File: src/core/fpc_pkg.sv
/*
 * Package of the fast pulse and rate counter block: register map, control field positions,
 * reset values, limits, gate timing and the carrier types shared by the block.
 * Assumes a 20 MHz system clock and a 32-bit classic Wishbone register bus.
 */
package fpc_pkg;
    // Register byte addresses.
    localparam logic [7:0] FPC_CTRL_ADR   = 8'h00;
    localparam logic [7:0] FPC_MODE_ADR   = 8'h04;
    localparam logic [7:0] FPC_SP0_ADR    = 8'h08; // Setpoints at 08, 0C, 10, 14.
    localparam logic [7:0] FPC_ACT0_ADR   = 8'h18; // Actual values at 18, 1C, 20, 24.
    localparam logic [7:0] FPC_STAT_ADR   = 8'h28;
    // Control register fields.
    localparam int FPC_RUN_BIT     = 0;
    localparam int FPC_PC_BASE     = 4;  // Pulse counter n at 4 + 4n: en, dir, clr, retain.
    localparam int FPC_RM_BASE     = 12; // Rate meter n at 12 + 4n: en, clr, unused dir.
    localparam int FPC_SHOW_BASE   = 8;  // Mode register: modes in [3:0], show flags in [11:8].
    localparam logic [31:0] FPC_CTRL_RST = 32'h0000_0000;
    localparam logic [31:0] FPC_MODE_RST = 32'h0000_0F0F;
    // Value limits.
    localparam logic [15:0] FPC_VAL_MAX = 16'h7D00; // 32000.
    localparam logic [15:0] FPC_VAL_ZERO = 16'h0000;
    // Gate timing.
    localparam int unsigned FPC_CLK_HZ     = 20_000_000;
    localparam int unsigned FPC_GATE_MS    = 1000;
    localparam int unsigned FPC_GATE_CYC   = FPC_GATE_MS * (FPC_CLK_HZ / 1000);
    // Carrier types.
    typedef struct packed {
        logic en;
        logic dir;
        logic clr;
        logic retain;
    } fpc_pc_ctrl_s;
    typedef struct packed {
        logic en;
        logic clr;
        logic dir_unused;
    } fpc_rm_ctrl_s;
    typedef enum logic [1:0] {
        FPC_GATE_IDLE = 2'b00,
        FPC_GATE_OPEN = 2'b01,
        FPC_GATE_LOAD = 2'b11
    } fpc_gate_e;
endpackage : fpc_pkg

File: src/core/fpc_counters.sv
/*
 * Two fast up/down pulse counters and two one-second-gate rate meters with a Wishbone
 * register slave and per-cycle threshold contacts.
 * Assumes pulse inputs asynchronous to SYS_CLK and CYCLE_TICK a one-cycle pulse from logic
 * on SYS_CLK marking each program cycle.
 */
`timescale 1ns/10ps
module fpc_counters
    import fpc_pkg::*;
#(
    parameter int unsigned GATE_CYCLES = FPC_GATE_CYC
) (
    input  wire logic        SYS_CLK,
    input  wire logic        RST,
    input  wire logic        INPUT_ONE,
    input  wire logic        INPUT_TWO,
    input  wire logic        INPUT_THREE,
    input  wire logic        INPUT_FOUR,
    input  wire logic        CYCLE_TICK,
    input  wire logic        WB_CYC_I,
    input  wire logic        WB_STB_I,
    input  wire logic        WB_WE_I,
    input  wire logic [7:0]  WB_ADR_I,
    input  wire logic [3:0]  WB_SEL_I,
    input  wire logic [31:0] WB_DAT_I,
    output logic      [31:0] WB_DAT_O,
    output logic             WB_ACK_O,
    output logic      [3:0]  CONTACT
);
    // Byte-lane merge for writes.
    function automatic logic [31:0] wb_merge(input logic [31:0] old, input logic [31:0] dat,
                                             input logic [3:0] sel);
        logic [31:0] res;
        res = old;
        for (int b = 0; b < 4; b++) begin
            if (sel[b]) begin
                res[8*b +: 8] = dat[8*b +: 8];
            end
        end
        return res;
    endfunction : wb_merge

    // Setpoints above the top of the range are held at the top.
    function automatic logic [15:0] clamp_sp(input logic [15:0] v);
        return (v > FPC_VAL_MAX) ? FPC_VAL_MAX : v;
    endfunction : clamp_sp

    // Setpoint write: merge the lanes, then hold anything past the top of the range there.
    // Bits above [15] count too, so a large word never wraps into a small setpoint.
    function automatic logic [15:0] sp_write(input logic [15:0] old, input logic [31:0] dat,
                                             input logic [3:0] sel);
        logic [31:0] m;
        m = wb_merge({16'h0000, old}, dat, sel);
        return (m[31:16] != 16'h0000) ? FPC_VAL_MAX : clamp_sp(m[15:0]);
    endfunction : sp_write

    logic [31:0]  ctrl_ff;
    logic [31:0]  mode_ff;
    logic [15:0]  sp_ff [4];
    logic [15:0]  pc_val_ff [2];
    logic [15:0]  rm_val_ff [2];
    logic [15:0]  rm_cnt_ff [2];
    logic [3:0]   sync1_ff;
    logic [3:0]   sync2_ff;
    logic [3:0]   prev_ff;
    logic [3:0]   rise;
    logic [3:0]   cmp_live;
    logic [3:0]   contact_ff;
    logic [31:0]  gate_cnt_ff;
    logic         gate_end;
    logic         run_prev_ff;
    logic         run_start;
    logic         wb_req;
    logic         wb_wr;
    logic [31:0]  rd_data;
    logic [31:0]  dat_ff;
    logic         ack_ff;
    fpc_gate_e    gate_ff;
    fpc_gate_e    nxt_gate;
    fpc_pc_ctrl_s pc_ctrl [2];
    fpc_rm_ctrl_s rm_ctrl [2];
    logic         run;

    assign run = ctrl_ff[FPC_RUN_BIT];

    // Unpack the control word into per-counter carriers, one field at a time.
    // A whole-slice cast would put the first member on the top bit, so enable sits lowest.
    always_comb begin
        for (int i = 0; i < 2; i++) begin
            pc_ctrl[i].en         = ctrl_ff[FPC_PC_BASE + 4*i];
            pc_ctrl[i].dir        = ctrl_ff[FPC_PC_BASE + 4*i + 1];
            pc_ctrl[i].clr        = ctrl_ff[FPC_PC_BASE + 4*i + 2];
            pc_ctrl[i].retain     = ctrl_ff[FPC_PC_BASE + 4*i + 3];
            rm_ctrl[i].en         = ctrl_ff[FPC_RM_BASE + 4*i];
            rm_ctrl[i].clr        = ctrl_ff[FPC_RM_BASE + 4*i + 1];
            rm_ctrl[i].dir_unused = ctrl_ff[FPC_RM_BASE + 4*i + 2];
        end
    end

    // Wishbone slave: ack one cycle after the request, then dropped for a cycle.
    // A write lands at the edge where the master samples ack, not one edge earlier.
    assign wb_req = WB_CYC_I & WB_STB_I & ~ack_ff;
    assign wb_wr  = WB_CYC_I & WB_STB_I & WB_WE_I & ack_ff;

    always_ff @(posedge SYS_CLK or posedge RST) begin
        if (RST) begin
            ack_ff <= 1'b0;
        end else begin
            ack_ff <= wb_req;
        end
    end

    // Read mux; unmapped addresses read zero and are still acknowledged.
    always_comb begin
        rd_data = 32'h0000_0000;
        case (WB_ADR_I)
            FPC_CTRL_ADR: rd_data = ctrl_ff;
            FPC_MODE_ADR: rd_data = mode_ff;
            FPC_STAT_ADR: rd_data = {24'h00_0000, cmp_live, contact_ff};
            default: begin
                for (int i = 0; i < 4; i++) begin
                    if (WB_ADR_I == FPC_SP0_ADR + 8'(4*i)) begin
                        rd_data = {16'h0000, sp_ff[i]};
                    end
                end
                for (int i = 0; i < 2; i++) begin
                    if (WB_ADR_I == FPC_ACT0_ADR + 8'(4*i)) begin
                        rd_data = {16'h0000, pc_val_ff[i]};
                    end
                    if (WB_ADR_I == FPC_ACT0_ADR + 8'(4*i + 8)) begin
                        rd_data = {16'h0000, rm_val_ff[i]};
                    end
                end
            end
        endcase
    end

    always_ff @(posedge SYS_CLK or posedge RST) begin
        if (RST) begin
            dat_ff <= 32'h0000_0000;
        end else if (wb_req && !WB_WE_I) begin
            dat_ff <= rd_data;
        end
    end

    // Control and mode registers; a set mode bit in [3:0] selects the hard-wired fast function.
    always_ff @(posedge SYS_CLK or posedge RST) begin
        if (RST) begin
            ctrl_ff <= FPC_CTRL_RST;
            mode_ff <= FPC_MODE_RST;
        end else if (wb_wr && WB_ADR_I == FPC_CTRL_ADR) begin
            ctrl_ff <= wb_merge(ctrl_ff, WB_DAT_I, WB_SEL_I);
        end else if (wb_wr && WB_ADR_I == FPC_MODE_ADR) begin
            mode_ff <= wb_merge(mode_ff, WB_DAT_I, WB_SEL_I) & FPC_MODE_RST;
        end
    end

    // Setpoints, clamped to 32000; rate setpoints above 1000 are kept but never reached.
    always_ff @(posedge SYS_CLK or posedge RST) begin
        if (RST) begin
            for (int i = 0; i < 4; i++) begin
                sp_ff[i] <= FPC_VAL_ZERO;
            end
        end else begin
            for (int i = 0; i < 4; i++) begin
                if (wb_wr && WB_ADR_I == FPC_SP0_ADR + 8'(4*i)) begin
                    sp_ff[i] <= sp_write(sp_ff[i], WB_DAT_I, WB_SEL_I);
                end
            end
        end
    end

    // Two-stage synchronisers on the four pulse pins; edges look only at the second stage.
    always_ff @(posedge SYS_CLK or posedge RST) begin
        if (RST) begin
            sync1_ff <= 4'h0;
            sync2_ff <= 4'h0;
            prev_ff  <= 4'h0;
        end else begin
            sync1_ff <= {INPUT_FOUR, INPUT_THREE, INPUT_TWO, INPUT_ONE};
            sync2_ff <= sync1_ff;
            prev_ff  <= sync2_ff;
        end
    end

    assign rise = sync2_ff & ~prev_ff;

    // Run edge; a non-retentive pulse counter starts again from zero on entering run.
    always_ff @(posedge SYS_CLK or posedge RST) begin
        if (RST) begin
            run_prev_ff <= 1'b0;
        end else begin
            run_prev_ff <= run;
        end
    end

    assign run_start = run & ~run_prev_ff;

    // Pulse counters. Direction flips saturation side; a held pin costs nothing since only
    // edges count, so rates up to the 1 kHz limit are far inside the clock budget.
    always_ff @(posedge SYS_CLK or posedge RST) begin
        if (RST) begin
            pc_val_ff[0] <= FPC_VAL_ZERO;
            pc_val_ff[1] <= FPC_VAL_ZERO;
        end else begin
            for (int i = 0; i < 2; i++) begin
                if (pc_ctrl[i].clr) begin
                    pc_val_ff[i] <= FPC_VAL_ZERO;
                end else if (run_start && !pc_ctrl[i].retain) begin
                    pc_val_ff[i] <= FPC_VAL_ZERO;
                end else if (run && mode_ff[i] && pc_ctrl[i].en && rise[i]) begin
                    if (!pc_ctrl[i].dir) begin
                        if (pc_val_ff[i] < FPC_VAL_MAX) begin
                            pc_val_ff[i] <= pc_val_ff[i] + 16'h0001;
                        end
                    end else if (pc_val_ff[i] != FPC_VAL_ZERO) begin
                        pc_val_ff[i] <= pc_val_ff[i] - 16'h0001;
                    end
                end
            end
        end
    end

    // Gate sequencer: one-second windows, two cycles apart, while run is set and any rate meter is enabled.
    always_comb begin
        nxt_gate = gate_ff;
        case (gate_ff)
            FPC_GATE_IDLE: begin
                if (run && (rm_ctrl[0].en || rm_ctrl[1].en)) begin
                    nxt_gate = FPC_GATE_OPEN;
                end
            end
            FPC_GATE_OPEN: begin
                if (gate_end) begin
                    nxt_gate = FPC_GATE_LOAD;
                end
            end
            FPC_GATE_LOAD: begin
                nxt_gate = FPC_GATE_IDLE;
            end
            default: begin
                nxt_gate = FPC_GATE_IDLE;
            end
        endcase
    end

    assign gate_end = (gate_ff == FPC_GATE_OPEN) && (gate_cnt_ff == GATE_CYCLES - 1);

    always_ff @(posedge SYS_CLK or posedge RST) begin
        if (RST) begin
            gate_ff     <= FPC_GATE_IDLE;
            gate_cnt_ff <= 32'h0000_0000;
        end else begin
            gate_ff <= nxt_gate;
            if (gate_ff == FPC_GATE_OPEN && !gate_end) begin
                gate_cnt_ff <= gate_cnt_ff + 32'h0000_0001;
            end else begin
                gate_cnt_ff <= 32'h0000_0000;
            end
        end
    end

    // Rate meters: count edges in the gate, publish at its end; direction is never read.
    always_ff @(posedge SYS_CLK or posedge RST) begin
        if (RST) begin
            for (int i = 0; i < 2; i++) begin
                rm_cnt_ff[i] <= FPC_VAL_ZERO;
                rm_val_ff[i] <= FPC_VAL_ZERO;
            end
        end else begin
            for (int i = 0; i < 2; i++) begin
                if (!rm_ctrl[i].en || rm_ctrl[i].clr || !run || !mode_ff[i+2]) begin
                    rm_cnt_ff[i] <= FPC_VAL_ZERO;
                    rm_val_ff[i] <= FPC_VAL_ZERO;
                end else if (gate_end) begin
                    rm_val_ff[i] <= rm_cnt_ff[i] + 16'(rise[i+2]);
                    rm_cnt_ff[i] <= FPC_VAL_ZERO;
                end else if (gate_ff == FPC_GATE_OPEN && rise[i+2] &&
                             rm_cnt_ff[i] < FPC_VAL_MAX) begin
                    rm_cnt_ff[i] <= rm_cnt_ff[i] + 16'h0001;
                end
            end
        end
    end

    // Live comparison; a fresh lower measurement drops it at once.
    always_comb begin
        for (int i = 0; i < 2; i++) begin
            cmp_live[i]   = pc_val_ff[i] >= sp_ff[i];
            cmp_live[i+2] = rm_val_ff[i] >= sp_ff[i+2];
        end
    end

    // Contacts only move on the program-cycle tick, so the program sees a steady value
    // for a whole cycle at the price of up to one cycle of lag.
    always_ff @(posedge SYS_CLK or posedge RST) begin
        if (RST) begin
            contact_ff <= 4'h0;
        end else if (CYCLE_TICK) begin
            contact_ff <= cmp_live;
        end
    end

    assign CONTACT  = contact_ff;
    assign WB_DAT_O = dat_ff;
    assign WB_ACK_O = ack_ff;
endmodule : fpc_counters

File: config.mk
export PLATFORM = sky130hd
export DESIGN_NAME = fpc_counters
export DESIGN_NICKNAME = d
export VERILOG_FILES = /design/src/core/fpc_pkg.sv /design/src/core/fpc_counters.sv
export SDC_FILE = /design/constraint.sdc
export NUM_CORES = 1
export LEC_CHECK = 0
export BUFFER_PORTS_ARGS = -buffer_cell sky130_fd_sc_hd__buf_2
export CAP_MARGIN = 20
export CORE_MARGIN = 10
export CORE_UTILIZATION = 61
export CTS_CLUSTER_DIAMETER = 150
export CTS_CLUSTER_SIZE = 28
export DETAILED_ROUTE_END_ITERATION = 8
export PLACE_DENSITY = 0.8
export REMOVE_ABC_BUFFERS = 1
export SETUP_SLACK_MARGIN = 0.4
export SLEW_MARGIN = 40
export SYNTH_ARGS = -nofsm -noshare
export SYNTH_HDL_FRONTEND = slang
export SYNTH_SLANG_ARGS = --single-unit
File: constraint.sdc
create_clock -name SYS_CLK -period 23.1 [get_ports SYS_CLK]
set_input_delay 4.62 -clock SYS_CLK [delete_from_list [all_inputs] [get_ports SYS_CLK]]
set_output_delay 4.62 -clock SYS_CLK [all_outputs]
set_load 0.03 [all_outputs]
==> run_results.csv, run 1 <==
group,metric,value,unit
synth,avgSynthCellArea,9.451,um^2
worst_setup_path,crit_family,"simple AND/OR/NAND/NOR gates",
clocking,postCtsSetupBuffers,0,
clocking,clockRootBuffer,"clkbuf_16",
synth,synth_edf_count,0,
clocking,cts_tree,"done",
placement,finalWeightedCongestion,0.9903,
finish,num-nets-final,1979,
worst_setup_path,r2r.worst_path.cells,7,
sta,period_share,0.3164,
sta,finalSetupViolations,0,
worst_hold_path,hold_path.class,"reg -> reg",
synth,synth.yosys.seq_area_share,0.4233,
sta,whs,332.8,ps
grt,globalRouteTotalUtil,0.2940,
sta,worst-slew-pin-transition,848.0,ps
die,start_util,0.6221,
grt,overflow,0,
clocking,cts_inserted_buffers,14,
clocking,htreeDepth,1,
die,ios,91,
clocking,cts.sink_count,284,
die,rows,60,
finish,syn2layout_area_growth,7.040,%
routing,vias,14260,
placement,dp_hpwl,38460,um
grt,grt_max_degree,111,
clocking,clkTransAtPathRegs,110,ps
grt,antenna_found_initial,3,
finish,layout_common_cells,"dfrtp_1 (274), nor2_1 (207), nand2_1 (138)",
worst_setup_path,critPathSlowestCell,"nor3_1",
worst_setup_path,regToRegSetupSlack,19850,ps
synth,async_flop_share,1.000,
grt,grt_pass1_wl,78780,um
finish,multi_input_area,9086,um^2
worst_setup_path,crit_required,23550,ps
synth,synth_area,16810,um^2
worst_setup_path,cp_max_fo,46,
synth,synth_warnings,0,
die,die_h,186.0,um
clocking,insertion_delay,540,ps
job,maxCapViolations,0,
clocking,clock_path_buffers,3,
finish,fillers,2194,
routing,wl,50930,um
sta,maxSlewViolCount,0,
sta,clock.fmax,136.8,MHz
worst_setup_path,critical_path_class,"in -> reg",
sta,rsz0062_at_grt,"false",
worst_setup_path,crit_top_cell,"buf_2",
worst_hold_path,holdPathStages,0,
routing,post_drt_wl_per_cell,23.43,um
routing,drc_errors,0,
synth,synth-seq-cells,284,
routing,drt_iter0_drc,1604,
worst_setup_path,start_kind,"input port",
pwr,leakage,0.007811,uW
sta,skew,42.45,ps
worst_setup_path,max_stage_delay,680,ps
synth,ys_types,89,
clocking,cts_resized,0,
routing,viasPerCell,6.557,
die,die_area,34600,um^2
die,die_w,186.0,um
worst_setup_path,cp_cell_sequence,"buf_2, buf_4, inv_1, nand3_1, nor3_1, nand2b_1, a221oi_2, buf_2, a21bo_1, a32o_1",
worst_setup_path,endpoint_kind,"flop",
placement,port_buffers,90,
routing,antenna_left,0,
outcome,outcome,"finished, final reports clean",
sta,hold_viol,0,
synth,syn_inst,1779,
worst_setup_path,critPathBufInv,4,
sta,finalSetupTns,0,ps
sta,slew_headroom,0.4287,
grt,grt_pass1_vias,13710,
worst_setup_path,cp.depth,10,
die,coreArea,27030,um^2
routing,first_pass_iters,7,
finish,mostFrequentLayoutCell,"dfrtp_1",
worst_setup_path,cp.arrival,7750,ps
pwr,ir_drop,68.68,uV
finish,drive_gt1_frac,0.1097,
sta,period_minus_slack,7308,ps
clocking,hold_buffers,0,
pwr,p_per_area,47.77,nW/um^2
synth,synthFlopType,"dfrtp_1",
finish,seqCellArea,7119,um^2
logic make-up after synthesis:
kind of cell | Yosys count | synth area share
DFF | 284 | 0.4233
xor gates and xnor gates | 95 | 0.04949
and+or+nand+nor | 610 | 0.1787
muxes | 76 | 0.04830
AOI/OAI and AO/OA | 450 | 0.1851
adders and majority gates | 101 | 0.07605
buffers and inverters | 163 | 0.03907
path summary, 6_finish.rpt:
path	start	end
hold reg to reg	sync2_ff[2]	prev_ff[2]
hold / removal	sync2_ff[2]	prev_ff[2]
max in group asynchronous	RST	mode_ff[11]
setup reg to reg	ctrl_ff[0]	pc_val_ff[14]
setup / recovery	WB_ADR_I[2]	sp_ff[49]
min in group asynchronous	RST	rm_cnt_ff[20]
synthesized netlist by cell type (10+ instances only):
cell,instances,share of area
nor2_1,209,0.047
nor3_1,37,0.011
a211oi_1,37,0.017
nand2b_1,22,0.0082
nor4_1,20,0.0074
ha_1,99,0.074
o22a_1,13,0.0068
mux2i_1,35,0.021
buf_1,10,0.0022
xnor2_1,50,0.026
a22oi_1,16,0.0071
dfrtp_1,276,0.41
nand2_1,138,0.031
a22o_1,24,0.013
a32o_1,10,0.0060
nand3_1,60,0.018
o21a_1,10,0.0045
o22ai_1,12,0.0045
or3_1,13,0.0048
and3_1,20,0.0074
inv_1,86,0.019
and2_1,12,0.0045
xor2_1,45,0.023
a31oi_1,13,0.0048
clkbuf_1,45,0.010
o221ai_1,16,0.0083
buf_2,15,0.0045
mux2_2,32,0.021
a21oi_1,90,0.027
nand4_1,28,0.010
a21o_1,35,0.016
o21ai_0,99,0.029
registers in the layout (all words and copies together) (netlist names):
signal / flops
sp_ff: 64
WB_DAT_O: 32
ctrl_ff: 32
gate_cnt_ff: 32
pc_val_ff: 32
rm_cnt_ff: 32
rm_val_ff: 32
mode_ff: 8
CONTACT: 4
prev_ff: 4
sync1_ff: 4
sync2_ff: 4
gate_ff: 2
WB_ACK_O: 1
run_prev_ff: 1
final cells by class:
type	instances	share of cell area
Multi-Input combinational cell	1332	0.5049
Sequential cell	284	0.3956
Timing Repair Buffer	106	0.03337
Tap cell	341	0.02371
Clock buffer	22	0.02113
Inverter	86	0.01863
Clock inverter	2	0.002572
Antenna cell	1	0.0001390
power by group:
part           internal (uW)  switching, uW
registers                503           4.41
logic                   16.1           48.0
clock network            119            169
per-layer routing:
metal	track usage	part of all wire
met1	0.3940	0.42
met2	0.4579	0.45
met3	0.06103	0.088
met4	0.1154	0.042
met5	0	0.00039
per-stage QoR:
step	cells	worst slack (ps)	power, uW	utilization	cell area (um^2)
2_1_floorplan	1702	10660	548.0	-	16480
3_3_place_gp	2147	15320	578.7	0.6474	17500
3_5_place_dp	2148	15230	580.2	0.6486	17530
4_1_cts	2172	15760	862.9	0.6644	17950
5_1_grt	2173	15560	887.3	0.6658	17990
6_report	2174	15790	859.7	0.6659	18000
(Power assumes the default switching activity.)
==> inputs of run 2 (changes only) <==
Clock period 23.1 ns to 6.8 ns, I/O delays scaled along.
==> run_results.csv, run 2 (same netlist as run 1, synthesis figures left out) <==
group,metric,value,unit
worst_setup_path,critical_path_class,"in -> reg",
worst_setup_path,crit_required,7260,ps
worst_setup_path,crit_family,"simple AND/OR/NAND/NOR gates",
sta,skew,47.17,ps
sta,finalSetupViolations,0,
sta,slew_headroom,0.4328,
pwr,ir_drop,167.5,uV
die,die_h,186.0,um
grt,antenna_found_initial,2,
grt,grt_max_degree,161,
pwr,p_sw,750.7,uW
clocking,cts_tree,"done",
routing,drt_iter0_drc,1740,
sta,hold_viol,0,
finish,fillers,2213,
finish,top_register,"sp_ff",
worst_hold_path,holdPathStages,0,
clocking,cts_resized,0,
sta,maxSlewViolCount,0,
clocking,clockRootBuffer,"clkbuf_16",
routing,post_drt_wl_per_cell,23.17,um
pwr,comb_power_share,0.074,
routing,antenna_left,0,
worst_hold_path,hold_path.class,"reg -> reg",
clocking,cts_inserted_buffers,14,
worst_setup_path,cp.depth,10,
placement,port_buffers,90,
finish,largest_register_ffs,64,
sta,whs,364.4,ps
die,die_area,34600,um^2
pwr,netSwitchingFraction,0.2556,
routing,wl,50320,um
finish,layout_common_cells,"dfrtp_1 (275), nor2_1 (208), nand2_1 (138)",
pwr,leakage,0.007814,uW
sta,rsz0062_at_grt,"false",
finish,num-nets-final,1978,
routing,viasPerCell,6.703,
worst_setup_path,r2r.worst_path.cells,8,
pwr,p_total,2937,uW
pwr,clkPwrFrac,0.340,
finish,syn2layout_area_growth,7.010,%
clocking,clock_path_buffers,3,
clocking,clkTransAtPathRegs,130,ps
placement,finalWeightedCongestion,1.012,
grt,grt_pass1_vias,14020,
worst_setup_path,cp_max_fo,46,
placement,dp_slack,2129,ps
grt,globalRouteTotalUtil,0.2893,
worst_setup_path,endpoint_kind,"flop",
die,start_util,0.6221,
clocking,insertion_delay,530,ps
sta,finalSetupTns,0,ps
finish,mostFrequentLayoutCell,"dfrtp_1",
routing,drc_errors,0,
routing,vias,14560,
die,coreArea,27030,um^2
grt,grt_pass1_wl,78870,um
clocking,hold_buffers,0,
clocking,cts.sink_count,284,
worst_setup_path,cp.arrival,4770,ps
pwr,p_int,2186,uW
worst_setup_path,max_stage_delay,750,ps
job,maxCapViolations,0,
die,rows,60,
worst_setup_path,cp_cell_sequence,"buf_2, buf_4, inv_1, nand3_1, nor3_1, nand2b_1, a221oi_2, clkbuf_2, a21bo_1, a32o_1",
finish,drive_gt1_frac,0.1087,
placement,dp_hpwl,37680,um
finish,final_util,0.6657,
worst_setup_path,critPathBufInv,4,
pwr,seqPwrFrac,0.587,
clocking,postCtsSetupBuffers,0,
sta,fin_ws,2488,ps
routing,first_pass_iters,7,
die,ios,91,
grt,overflow,0,
worst_setup_path,start_kind,"input port",
pwr,p_per_area,163.2,nW/um^2
clocking,htreeDepth,1,
sta,clock.fmax,231.9,MHz
sta,period_share,0.6342,
sta,worst-slew-pin-transition,850.8,ps
outcome,outcome,"finished, final reports clean",
die,die_w,186.0,um
sta,period_minus_slack,4312,ps
worst_setup_path,critPathSlowestCell,"nor3_1",
run 2: changes by cell type in the layout (fill, tap and decap cells not counted), sizes merged:
cell | previous run | this run
inv | 85 | 86
buf | 106 | 104
clkbuf | 22 | 23
clkinv | 3 | 1
run 2: stage by stage:
stage | cells | instance area, um^2
floorplan | 1702 | 16480
global placement | 2146 | 17490
detailed placement | 2146 | 17500
CTS | 2169 | 17940
global route | 2171 | 17990
finish | 2172 | 17990
run 2: power groups by stage:
stage	Clock (uW)	Sequential [uW]	Combinational, uW
3_5_place_dp	0	1750	212
5_1_grt	1060	1720	232
6_report	998	1720	216
2_1_floorplan	0	1780	80.9
3_3_place_gp	0	1750	209
4_1_cts	1010	1720	213
run 2: area by class of cell:
cell class,instances,area [um^2],area share
well taps,341,426.7,0.02371
clock inverters,1,30.03,0.001669
inverters,86,335.3,0.01864
multi-input cells,1332,9085,0.5049
clock buffers,22,401.6,0.02232
diodes,1,2.502,0.0001391
repair buffers,105,593.1,0.03296
flip-flops and latches,284,7118,0.3956
run 2: worst paths after layout:
check	slack [ps]	endpoint	startpoint
max	2490	sp_ff[51]	WB_ADR_I[2]
max reg2reg	3660	pc_val_ff[14]	ctrl_ff[0]
max in group asynchronous	4560	ctrl_ff[9]	RST
min reg2reg	360	sync2_ff[0]	sync1_ff[0]
min in group asynchronous	940	rm_cnt_ff[18]	RST
min	360	sync2_ff[0]	sync1_ff[0]
run 2: worst reg2reg max path, stage by stage (launching register included):
cell	delay [ps]
dfrtp_1	350
buf_4	230
nand2_1	80
nor4bb_1	610
o21ai_1	420
nor2_1	490
buf_4	330
or4b_1	460
o211ai_1	100
run 2: routing by layer:
layer	routed length (um)	vias up	GRT usage
li1	-	6550	-
met1	20080	7140	0.3843
met2	23300	728	0.4659
met3	4844	140	0.05128
met4	2092	0	0.1029
met5	0	-	0
